<file path="config.mk">
export PLATFORM = sky130hd
export DESIGN_NAME = rcc_run_clock_cfg
export DESIGN_NICKNAME = d
export VERILOG_FILES = /design/src/rcc_pkg.sv /design/src/rcc_pwm_prediv.sv /design/src/rcc_ahb_slave.sv /design/src/rcc_run_clock_cfg.sv
export SDC_FILE = /design/constraint.sdc
export NUM_CORES = 1
export LEC_CHECK = 0
export ABC_AREA = 1
export ABC_CLOCK_PERIOD_IN_PS = 3500
export BUFFER_PORTS_ARGS = -buffer_cell sky130_fd_sc_hd__buf_2
export CORE_MARGIN = 2
export CORE_UTILIZATION = 51
export DETAILED_ROUTE_END_ITERATION = 10
export PLACE_DENSITY = 0.88
export SKIP_CTS_REPAIR_TIMING = 1
export SYNTH_ARGS = -nofsm -noshare
export SYNTH_HDL_FRONTEND = slang
export SYNTH_HIERARCHICAL = 1
export SYNTH_SLANG_ARGS = --single-unit
</file>
<file path="constraint.sdc">
create_clock -name sys_clk -period 3.5 [get_ports sys_clk]
set_clock_uncertainty 0.1 [all_clocks]
set_input_delay 0.175 -clock sys_clk [delete_from_list [all_inputs] [get_ports sys_clk]]
set_output_delay 0.175 -clock sys_clk [all_outputs]
set_load 0.01 [all_outputs]
</file>
<file path="src/rcc_pkg.sv">
// Purpose: Shared constants and types for the run clock configuration block
// Assumes: 32-bit AHB-Lite register bus, one system clock
// Notes: Only the middle fields of the configuration word are held here
package rcc_pkg;

    // ----------------------------------------------------------------
    // Register map
    // ----------------------------------------------------------------
    localparam logic [11:0] RCC_RUN_CFG_OFF = 12'h060;
    localparam logic [11:0] RCC_ALT_CFG_OFF = 12'h070;

    // ----------------------------------------------------------------
    // Field positions of the run configuration word
    // ----------------------------------------------------------------
    localparam int RCC_SYSTEM_DIVISOR_LSB = 23;
    localparam int RCC_SYSTEM_DIVISOR_MSB = 26;
    localparam int RCC_SYSTEM_DIVISOR_EN_BIT = 22;
    localparam int RCC_PWM_EN_BIT = 20;
    localparam int RCC_PWM_SEL_LSB = 17;
    localparam int RCC_PWM_SEL_MSB = 19;
    localparam int RCC_PLL_OFF_BIT = 13;
    localparam int RCC_RSVD_ONE_BIT = 12;
    localparam int RCC_BYPASS_BIT = 11;

    // Alternate configuration word
    localparam int RCC_ALT_OVR_BIT = 31;
    localparam int RCC_ALT_DIV_LSB = 23;
    localparam int RCC_ALT_DIV_MSB = 28;

    // ----------------------------------------------------------------
    // Reset values
    // ----------------------------------------------------------------
    localparam logic [3:0] RCC_SYSTEM_DIVISOR_RST = 4'hF;
    localparam logic RCC_SYSTEM_DIVISOR_EN_RST = 1'h0;
    localparam logic RCC_PWM_EN_RST = 1'h0;
    localparam logic [2:0] RCC_PWM_SEL_RST = 3'h7;
    localparam logic RCC_PLL_OFF_RST = 1'h1;
    localparam logic RCC_BYPASS_RST = 1'h1;
    localparam logic RCC_ALT_OVR_RST = 1'h0;
    localparam logic [5:0] RCC_ALT_DIV_RST = 6'h0F;

    // Highest predivider code with its own divisor; above it all divide by 64
    localparam logic [2:0] RCC_PWM_SEL_MAX = 3'h5;
    localparam int RCC_PWM_CNT_W = 6;

    // ----------------------------------------------------------------
    // Types
    // ----------------------------------------------------------------
    localparam logic [1:0] RCC_HTRANS_NONSEQ = 2'h2;

    typedef struct packed {
        logic [3:0] sys_div;
        logic sys_div_en;
        logic pwm_en;
        logic [2:0] pwm_sel;
        logic pll_off;
        logic bypass;
    } rcc_run_cfg_type;

    typedef struct packed {
        logic override_en;
        logic [5:0] alt_div;
    } rcc_alt_cfg_type;

    typedef struct packed {
        logic use_osc;
        logic div_active;
        logic [5:0] divisor;
    } rcc_sys_sel_type;

endpackage : rcc_pkg

</file>
<file path="src/rcc_pwm_prediv.sv">
// Purpose: Power-of-two predivider enable for the PWM timing reference
// Assumes: Runs on the system clock, one enable pulse per divided period
// Notes: Pulse lands on a system clock edge, so no phase offset arises
`timescale 1ns/1ps
`default_nettype none
module rcc_pwm_prediv #(
    parameter int CNT_W = rcc_pkg::RCC_PWM_CNT_W
) (
    input wire logic sys_clk,
    input wire logic rst_b,
    input wire logic [2:0] pwm_sel,
    output logic pwm_tick
);
    logic [CNT_W-1:0] cnt_q;
    logic [CNT_W-1:0] mask;
    logic [2:0] shift;

    // Codes 5..7 all select the largest ratio
    assign shift = (pwm_sel > rcc_pkg::RCC_PWM_SEL_MAX) ? rcc_pkg::RCC_PWM_SEL_MAX : pwm_sel;
    assign mask = CNT_W'((2 << shift) - 1);
    assign pwm_tick = ((cnt_q & mask) == mask);

    always_ff @(posedge sys_clk) begin
        if (!rst_b) begin
            cnt_q <= '0;
        end else begin
            cnt_q <= cnt_q + CNT_W'(1);
        end
    end
endmodule : rcc_pwm_prediv
`default_nettype wire

</file>
<file path="src/rcc_ahb_slave.sv">
// Purpose: AHB-Lite slave front end capturing the address phase
// Assumes: Single word transfers, zero wait states, OKAY response
// Notes: Write data is applied in the cycle after the address phase
`timescale 1ns/1ps
`default_nettype none
module rcc_ahb_slave (
    input wire logic sys_clk,
    input wire logic rst_b,
    input wire logic hsel,
    input wire logic [31:0] haddr,
    input wire logic [1:0] htrans,
    input wire logic hwrite,
    input wire logic hready,
    output logic wr_pend,
    output logic rd_pend,
    output logic [11:0] addr_q
);
    logic take;

    assign take = hsel && hready && htrans[1];

    always_ff @(posedge sys_clk) begin
        if (!rst_b) begin
            wr_pend <= 1'b0;
            rd_pend <= 1'b0;
            addr_q <= '0;
        end else begin
            wr_pend <= take && hwrite;
            rd_pend <= take && !hwrite;
            if (take) begin
                addr_q <= haddr[11:0];
            end
        end
    end
endmodule : rcc_ahb_slave
`default_nettype wire

</file>
<file path="src/rcc_run_clock_cfg.sv">
// Purpose: Run-mode clock configuration fields and derived clock selects
// Assumes: 20 MHz system clock, synchronous active-low reset, AHB-Lite bus
// Notes: Clock selections leave as registered controls for the clock tree
`timescale 1ns/1ps
`default_nettype none
// What this block does
// - Override bit selects alternate divisor field
// - PWM enable routes predivider to PWM clock
// - Predivider codes 0-4 power two; else 64
// - PWM ticks aligned to system clock edges
// - Power-off bit drives PLL directly, resets one
// - Bypass selects oscillator, else divided PLL
// - PLL selection always forces system divider
module rcc_run_clock_cfg (
    input wire logic sys_clk,
    input wire logic rst_b,
    input wire logic hsel,
    input wire logic [31:0] haddr,
    input wire logic [1:0] htrans,
    input wire logic hwrite,
    input wire logic [2:0] hsize,
    input wire logic [31:0] hwdata,
    input wire logic hready,
    output logic hreadyout,
    output logic hresp,
    output logic [31:0] hrdata,
    output logic pll_power_off,
    output logic sys_use_osc,
    output logic sys_div_active,
    output logic [5:0] sys_divisor,
    output logic pwm_clk_en
);
    // ----------------------------------------------------------------
    // Bus front end
    // ----------------------------------------------------------------
    logic wr_pend;
    logic rd_pend;
    logic [11:0] addr_q;
    logic hit_run;
    logic hit_alt;

    rcc_ahb_slave u_slave (
        .sys_clk(sys_clk),
        .rst_b(rst_b),
        .hsel(hsel),
        .haddr(haddr),
        .htrans(htrans),
        .hwrite(hwrite),
        .hready(hready),
        .wr_pend(wr_pend),
        .rd_pend(),
        .addr_q(addr_q)
    );

    assign hit_run = (addr_q == rcc_pkg::RCC_RUN_CFG_OFF);
    assign hit_alt = (addr_q == rcc_pkg::RCC_ALT_CFG_OFF);

    // ----------------------------------------------------------------
    // Registers
    // ----------------------------------------------------------------
    rcc_pkg::rcc_run_cfg_type run_q;
    rcc_pkg::rcc_run_cfg_type run_d;
    rcc_pkg::rcc_alt_cfg_type alt_q;
    rcc_pkg::rcc_alt_cfg_type alt_d;

    // Reserved bits are simply never stored, so writes to them vanish
    assign run_d.sys_div = hwdata[rcc_pkg::RCC_SYSTEM_DIVISOR_MSB:rcc_pkg::RCC_SYSTEM_DIVISOR_LSB];
    assign run_d.sys_div_en = hwdata[rcc_pkg::RCC_SYSTEM_DIVISOR_EN_BIT];
    assign run_d.pwm_en = hwdata[rcc_pkg::RCC_PWM_EN_BIT];
    assign run_d.pwm_sel = hwdata[rcc_pkg::RCC_PWM_SEL_MSB:rcc_pkg::RCC_PWM_SEL_LSB];
    assign run_d.pll_off = hwdata[rcc_pkg::RCC_PLL_OFF_BIT];
    assign run_d.bypass = hwdata[rcc_pkg::RCC_BYPASS_BIT];
    assign alt_d.override_en = hwdata[rcc_pkg::RCC_ALT_OVR_BIT];
    assign alt_d.alt_div = hwdata[rcc_pkg::RCC_ALT_DIV_MSB:rcc_pkg::RCC_ALT_DIV_LSB];

    always_ff @(posedge sys_clk) begin
        if (!rst_b) begin
            run_q.sys_div <= rcc_pkg::RCC_SYSTEM_DIVISOR_RST;
            run_q.sys_div_en <= rcc_pkg::RCC_SYSTEM_DIVISOR_EN_RST;
            run_q.pwm_en <= rcc_pkg::RCC_PWM_EN_RST;
            run_q.pwm_sel <= rcc_pkg::RCC_PWM_SEL_RST;
            run_q.pll_off <= rcc_pkg::RCC_PLL_OFF_RST;
            run_q.bypass <= rcc_pkg::RCC_BYPASS_RST;
        end else if (wr_pend && hit_run) begin
            run_q <= run_d;
        end
    end

    always_ff @(posedge sys_clk) begin
        if (!rst_b) begin
            alt_q.override_en <= rcc_pkg::RCC_ALT_OVR_RST;
            alt_q.alt_div <= rcc_pkg::RCC_ALT_DIV_RST;
        end else if (wr_pend && hit_alt) begin
            alt_q <= alt_d;
        end
    end

    // ----------------------------------------------------------------
    // Read path
    // ----------------------------------------------------------------
    logic [31:0] run_word;
    logic [31:0] alt_word;
    logic [31:0] rd_word;
    logic rd_take;

    always_comb begin
        run_word = '0;
        run_word[rcc_pkg::RCC_SYSTEM_DIVISOR_MSB:rcc_pkg::RCC_SYSTEM_DIVISOR_LSB] = run_q.sys_div;
        run_word[rcc_pkg::RCC_SYSTEM_DIVISOR_EN_BIT] = run_q.sys_div_en;
        run_word[rcc_pkg::RCC_PWM_EN_BIT] = run_q.pwm_en;
        run_word[rcc_pkg::RCC_PWM_SEL_MSB:rcc_pkg::RCC_PWM_SEL_LSB] = run_q.pwm_sel;
        run_word[rcc_pkg::RCC_PLL_OFF_BIT] = run_q.pll_off;
        run_word[rcc_pkg::RCC_RSVD_ONE_BIT] = 1'b1;
        run_word[rcc_pkg::RCC_BYPASS_BIT] = run_q.bypass;
        alt_word = '0;
        alt_word[rcc_pkg::RCC_ALT_OVR_BIT] = alt_q.override_en;
        alt_word[rcc_pkg::RCC_ALT_DIV_MSB:rcc_pkg::RCC_ALT_DIV_LSB] = alt_q.alt_div;
    end

    // Read data is registered at the address phase edge; unmapped reads give zero
    assign rd_take = hsel && hready && htrans[1] && !hwrite;
    assign rd_word = (haddr[11:0] == rcc_pkg::RCC_RUN_CFG_OFF) ? run_word :
                     (haddr[11:0] == rcc_pkg::RCC_ALT_CFG_OFF) ? alt_word : 32'h00000000;

    always_ff @(posedge sys_clk) begin
        if (!rst_b) begin
            hrdata <= 32'h00000000;
        end else if (rd_take) begin
            hrdata <= rd_word;
        end
    end

    // Zero wait states, always OKAY
    always_ff @(posedge sys_clk) begin
        if (!rst_b) begin
            hreadyout <= 1'b1;
            hresp <= 1'b0;
        end else begin
            hreadyout <= 1'b1;
            hresp <= 1'b0;
        end
    end

    // ----------------------------------------------------------------
    // System clock selection
    // ----------------------------------------------------------------
    rcc_pkg::rcc_sys_sel_type sel_d;
    rcc_pkg::rcc_sys_sel_type sel_q;

    assign sel_d.use_osc = run_q.bypass;
    // The PLL path cannot run undivided, so the divider is forced on
    assign sel_d.div_active = run_q.sys_div_en || !run_q.bypass;
    assign sel_d.divisor = alt_q.override_en ? alt_q.alt_div : {2'h0, run_q.sys_div};

    always_ff @(posedge sys_clk) begin
        if (!rst_b) begin
            sel_q.use_osc <= rcc_pkg::RCC_BYPASS_RST;
            sel_q.div_active <= 1'b0;
            sel_q.divisor <= {2'h0, rcc_pkg::RCC_SYSTEM_DIVISOR_RST};
        end else begin
            sel_q <= sel_d;
        end
    end

    assign sys_use_osc = sel_q.use_osc;
    assign sys_div_active = sel_q.div_active;
    assign sys_divisor = sel_q.divisor;
    assign pll_power_off = run_q.pll_off;

    // ----------------------------------------------------------------
    // PWM clock
    // ----------------------------------------------------------------
    logic pwm_tick;
    logic pwm_en_d;

    rcc_pwm_prediv #(
        .CNT_W(rcc_pkg::RCC_PWM_CNT_W)
    ) u_prediv (
        .sys_clk(sys_clk),
        .rst_b(rst_b),
        .pwm_sel(run_q.pwm_sel),
        .pwm_tick(pwm_tick)
    );

    // Enable clear passes every system cycle through
    assign pwm_en_d = run_q.pwm_en ? pwm_tick : 1'b1;

    always_ff @(posedge sys_clk) begin
        if (!rst_b) begin
            pwm_clk_en <= 1'b1;
        end else begin
            pwm_clk_en <= pwm_en_d;
        end
    end

endmodule : rcc_run_clock_cfg
`default_nettype wire

</file>
Word level (Yosys, flattened, before mapping):

Index checks and enable logic that the tools add are counted.

* add/sub/neg operators: 2
* order comparisons: 1
* equal/unequal tests: 5
* shift operators: 1
* muxes and demuxes: 4
* bitwise logic cells: 1
* reductions and logical operators: 11

Operator list (number)
* 2-to-1 mux 32 bit: 2
* == test 12 x 7 -> 1 bit, second input constant: 4
* adder 6 x 1 -> 6 bit, second input constant: 1
* AND 6 bit: 1
* == test 6 bit: 1
* logical AND 1 bit: 6
* << shifter 2 x 3 -> 6 bit, first input constant: 1
* subtractor 6 x 2 -> 6 bit, second input constant: 1
* 2-to-1 mux 4 bit: 1
* AND reduction 2 bit: 2
* greater-than comparator 3 bit, second input constant: 1
* 2-to-1 mux 3 bit: 1
* zero test 1 bit: 2
* logical OR 1 bit: 1

* flip-flop bits (word level): 78
* bits of input ports: 74
* output and inout port bits: 44
* logic and storage cells: 42

Depth between registers and ports, before layout:

* depth in word-level cells: 6
* gate-level depth with buffers: 9
* mapped depth without buffers: 9

Modules after synthesis:

Netlist, hierarchy kept.

Modules (own cells, without submodules)
* rcc_run_clock_cfg: instances 1, cells an instance 252, area an instance 1863.0 um2, seq. area each 840.8 um2
* rcc_ahb_slave: instances 1, cells an instance 81, area an instance 585.6 um2, seq. area each 280.3 um2
* rcc_pwm_prediv: instances 1, cells an instance 50, area an instance 337.8 um2, seq. area each 120.1 um2

Worst setup path after synthesis:

Ideal clock, no wire load.

* kind: reg-to-reg
* from: register run_q[2] (netlist name)
* to: register pwm_clk_en
* library setup time: 0.123 ns
* arrival: 1.371 ns
* required time: 3.277 ns
* setup slack: 1.906 ns
* cell stages (with the launch flop): 10
* path buffers: 0
* period minus slack after synthesis: 1.594 ns
* cells stage by stage: dfxtp_1 nor2_2 nand2_2 ha_1 o21a_1 nand2_1 nor2_1 nand2_1 inv_1 or2_2

* cells in the longest elaborated chain, start to end: 6

RTL lines
* greater-than comparator 3 bit: line rcc_pwm_prediv.sv:19 `assign shift = (pwm_sel > rcc_pkg::RCC_PWM_SEL_MAX) ? rcc_pkg::RCC_PWM_SEL_MAX : pwm_sel;`
* 2-to-1 mux 3 bit *: line rcc_pwm_prediv.sv:19
* << shifter 2 x 3 -> 6 bit *: line rcc_pwm_prediv.sv:20 `assign mask = CNT_W'((2 << shift) - 1);`
* subtractor 6 x 2 -> 6 bit *: line rcc_pwm_prediv.sv:20
* AND 6 bit: line rcc_pwm_prediv.sv:21 `assign pwm_tick = ((cnt_q & mask) == mask);`
* == test 6 bit *: line rcc_pwm_prediv.sv:21
* net pwm_tick: line rcc_run_clock_cfg.sv:173 `logic pwm_tick;`
* end signal, assigned: line rcc_run_clock_cfg.sv:192 `pwm_clk_en <= pwm_en_d;`
* end, declared: line rcc_run_clock_cfg.sv:31 `output logic pwm_clk_en`

The timed path passes the listed nets; every way through them passes the cells marked *.
A chain may end at the register's enable or synchronous reset.

Worst setup path after layout:

* from: input haddr[1]
* to: register hrdata[18]

* cells in the longest elaborated chain, start to end: 2

RTL lines
* start, declared: line rcc_run_clock_cfg.sv:18 `input wire logic [31:0] haddr,`
* == test 12 x 7 -> 1 bit: line rcc_run_clock_cfg.sv:122 `assign rd_word = (haddr[11:0] == rcc_pkg::RCC_RUN_CFG_OFF) ? run_word :`
* 2-to-1 mux 32 bit: line rcc_run_clock_cfg.sv:122
* end signal, assigned: line rcc_run_clock_cfg.sv:129 `hrdata <= rd_word;`
* end, declared: line rcc_run_clock_cfg.sv:26 `output logic [31:0] hrdata,`

Every way passes these cells.

==> flow_metrics.tcl <==
set metrics [dict create \
    status "complete, but fails checks" \
    violations "negative hold slack" \
    htreeDepth 3 \
    io_buffers 56 \
    avgSynthCellArea_um2 7.23 \
    min_from "haddr[0]" \
    syn-cell-area_um2 2760 \
    avgViaCountPerCell 4.83 \
    hold_depth 3 \
    dp_cells 495 \
    drv_cap 0 \
    nets 527 \
    seqPwrFrac_pct 49.9 \
    r2r_start "run_q[2]" \
    grt-ovfl-total 0 \
    period_share_pct 55.1 \
    holdWs_ps -21.6 \
    pin_count 118 \
    drv_slew 0 \
    post-route-util_pct 64.1 \
    path_class "primary input to flip-flop" \
    cp_max_fo 13 \
    grt.total_usage_pct 19.5 \
    fin_setup_tns_ps 0 \
    hpwl_um 3970 \
    antenna_found_initial 0 \
    reg2reg_depth 9 \
    p_leak_nw 1.69 \
    coreArea_um2 5170 \
    grt_pass1_wl_um 9360 \
    insertion_delay_ps 330 \
    yosysWarnings 6 \
    p_switching_mw 0.337 \
    die_y_um 77.5 \
    cp-end-kind "flip-flop" \
    final_antenna_net_count 0 \
    p_comb_share_pct 8.0 \
    drc 0 \
    num_vias 2543 \
    grt_pass1_vias 2205 \
    cts.clk_slew.worst_paths_ps 60 \
    cts_buffers 9 \
    placed_area_um2 2970 \
    power_frac_clock_pct 42.1 \
    clk_path_buf_depth 2 \
    grt_start_max_net_pins 31 \
    area_growth_pct 20.2 \
    fin_crit_ps 1930 \
    start_util_pct 53.3 \
    setup_viol 0 \
    cts_root_buf "clkbuf_8" \
    final_common_cell "nand2_1" \
    drive_gt1_share_pct 19.5 \
    worst_slew_pin_slew_ps 544 \
    initialDrtViolationCount 223 \
    slew_headroom_pct 63.5 \
    diodes 0 \
    p_int_mw 1.09 \
    die_area_um2 6010 \
    finalHoldViolCount 1 \
    dr.pass1.iters 5 \
    cp_data_arrival_time_ps 2080 \
    r2r_slack_ps 1770 \
    synthesis.instances 381 \
    fp.dieW_um 77.5 \
    sw_frac_of_total_pct 23.6 \
    cellPowerDensity_nw_per_um2 431 \
    layout_common_cells "nand2_1, dfxtp_1, buf_2, nor2_1, inv_1" \
    cts_sinks 61 \
    max_freq_ghz 0.518 \
    stdcell_area_um2 3310 \
    rsz0062_at_grt "false" \
    finalWirelength_um 5900 \
    critPathLaunchType "primary input" \
    r2r_end "pwm_clk_en" \
    wl_per_cell_um 11.2 \
    rows 26 \
    hold_path_end "u_slave/addr_q[0]" \
    required_ps 3650 \
    place.gp.congestion 0.907 \
    cts_tree "done" \
    layoutNonFillerInstCount 526 \
    vdd_drop_max_mv 0.259 \
    hp-class "primary input to flip-flop" \
]
-- layout make-up --
class                           instances  area [um2]
Multi-Input combinational cell        266        1220
Sequential cell                        61        1220
Inverter                               41         154
Clock buffer                           11         141
Tap cell                               70        87.6
Clock inverter                          5        50.0
Fill cell                             444        1860
Timing Repair Buffer                   72         438
-- metal layers --
metal	track usage, %	vias to the layer above	wire, um
li1	-	1295	-
met1	21.2	1150	2520
met2	33.1	92	2900
met3	7.56	6	413
met4	9.82	0	65
met5	0	-	0
-- worst max path at each step --
stage	slack, ps	to	from
floorplan	1910	pwm_clk_en	run_q[2]
global placement	1820	pwm_clk_en	run_q[2]
detailed placement	1780	pwm_clk_en	run_q[2]
CTS	1770	pwm_clk_en	run_q[2]
global route	1410	hrdata[18]	haddr[9]
finish	1570	hrdata[18]	haddr[1]
-- critical path, stage by stage --
cell and delay [ps]:
dlygate4sd3_1 550, buf_2 130, nor2_1 100, nand2_1 70
nor2_2 420, nand2_1 180, nor2_4 190, nand2_1 90
a21oi_1 160
-- metrics by stage --
| step | setup slack (ps) | hold WS [ps] | total power [mW] |
|---|---|---|---|
| global route | 1410 | -5.42 | 1.49 |
| finish | 1570 | -21.6 | 1.43 |
| CTS | 1770 | -74.1 | 1.43 |
| global placement | 1820 | 277 | 0.825 |
| floorplan | 1910 | 173 | 0.809 |
| detailed placement | 1780 | 277 | 0.828 |
-- sequential cells by signal, indices dropped and copies added, names as in the netlist --
signal / count
u_slave/addr_q: 12
sys_use_osc: 1
sys_divisor: 6
u_prediv/cnt_q: 6
sys_div_active: 1
hrdata: 15
run_q: 10
pll_power_off: 1
pwm_clk_en: 1
u_slave/wr_pend: 1
alt_q: 7
-- power groups by stage --
| stage | clock network [mW] | logic [mW] | registers [mW] |
|---|---|---|---|
| after floorplan | 0 | 0.0815 | 0.727 |
| after global placement | 0 | 0.0970 | 0.728 |
| after detailed placement | 0 | 0.0996 | 0.728 |
| after CTS | 0.613 | 0.100 | 0.713 |
| after global routing | 0.651 | 0.128 | 0.714 |
| final | 0.602 | 0.114 | 0.713 |
(Power assumes the default switching activity.)
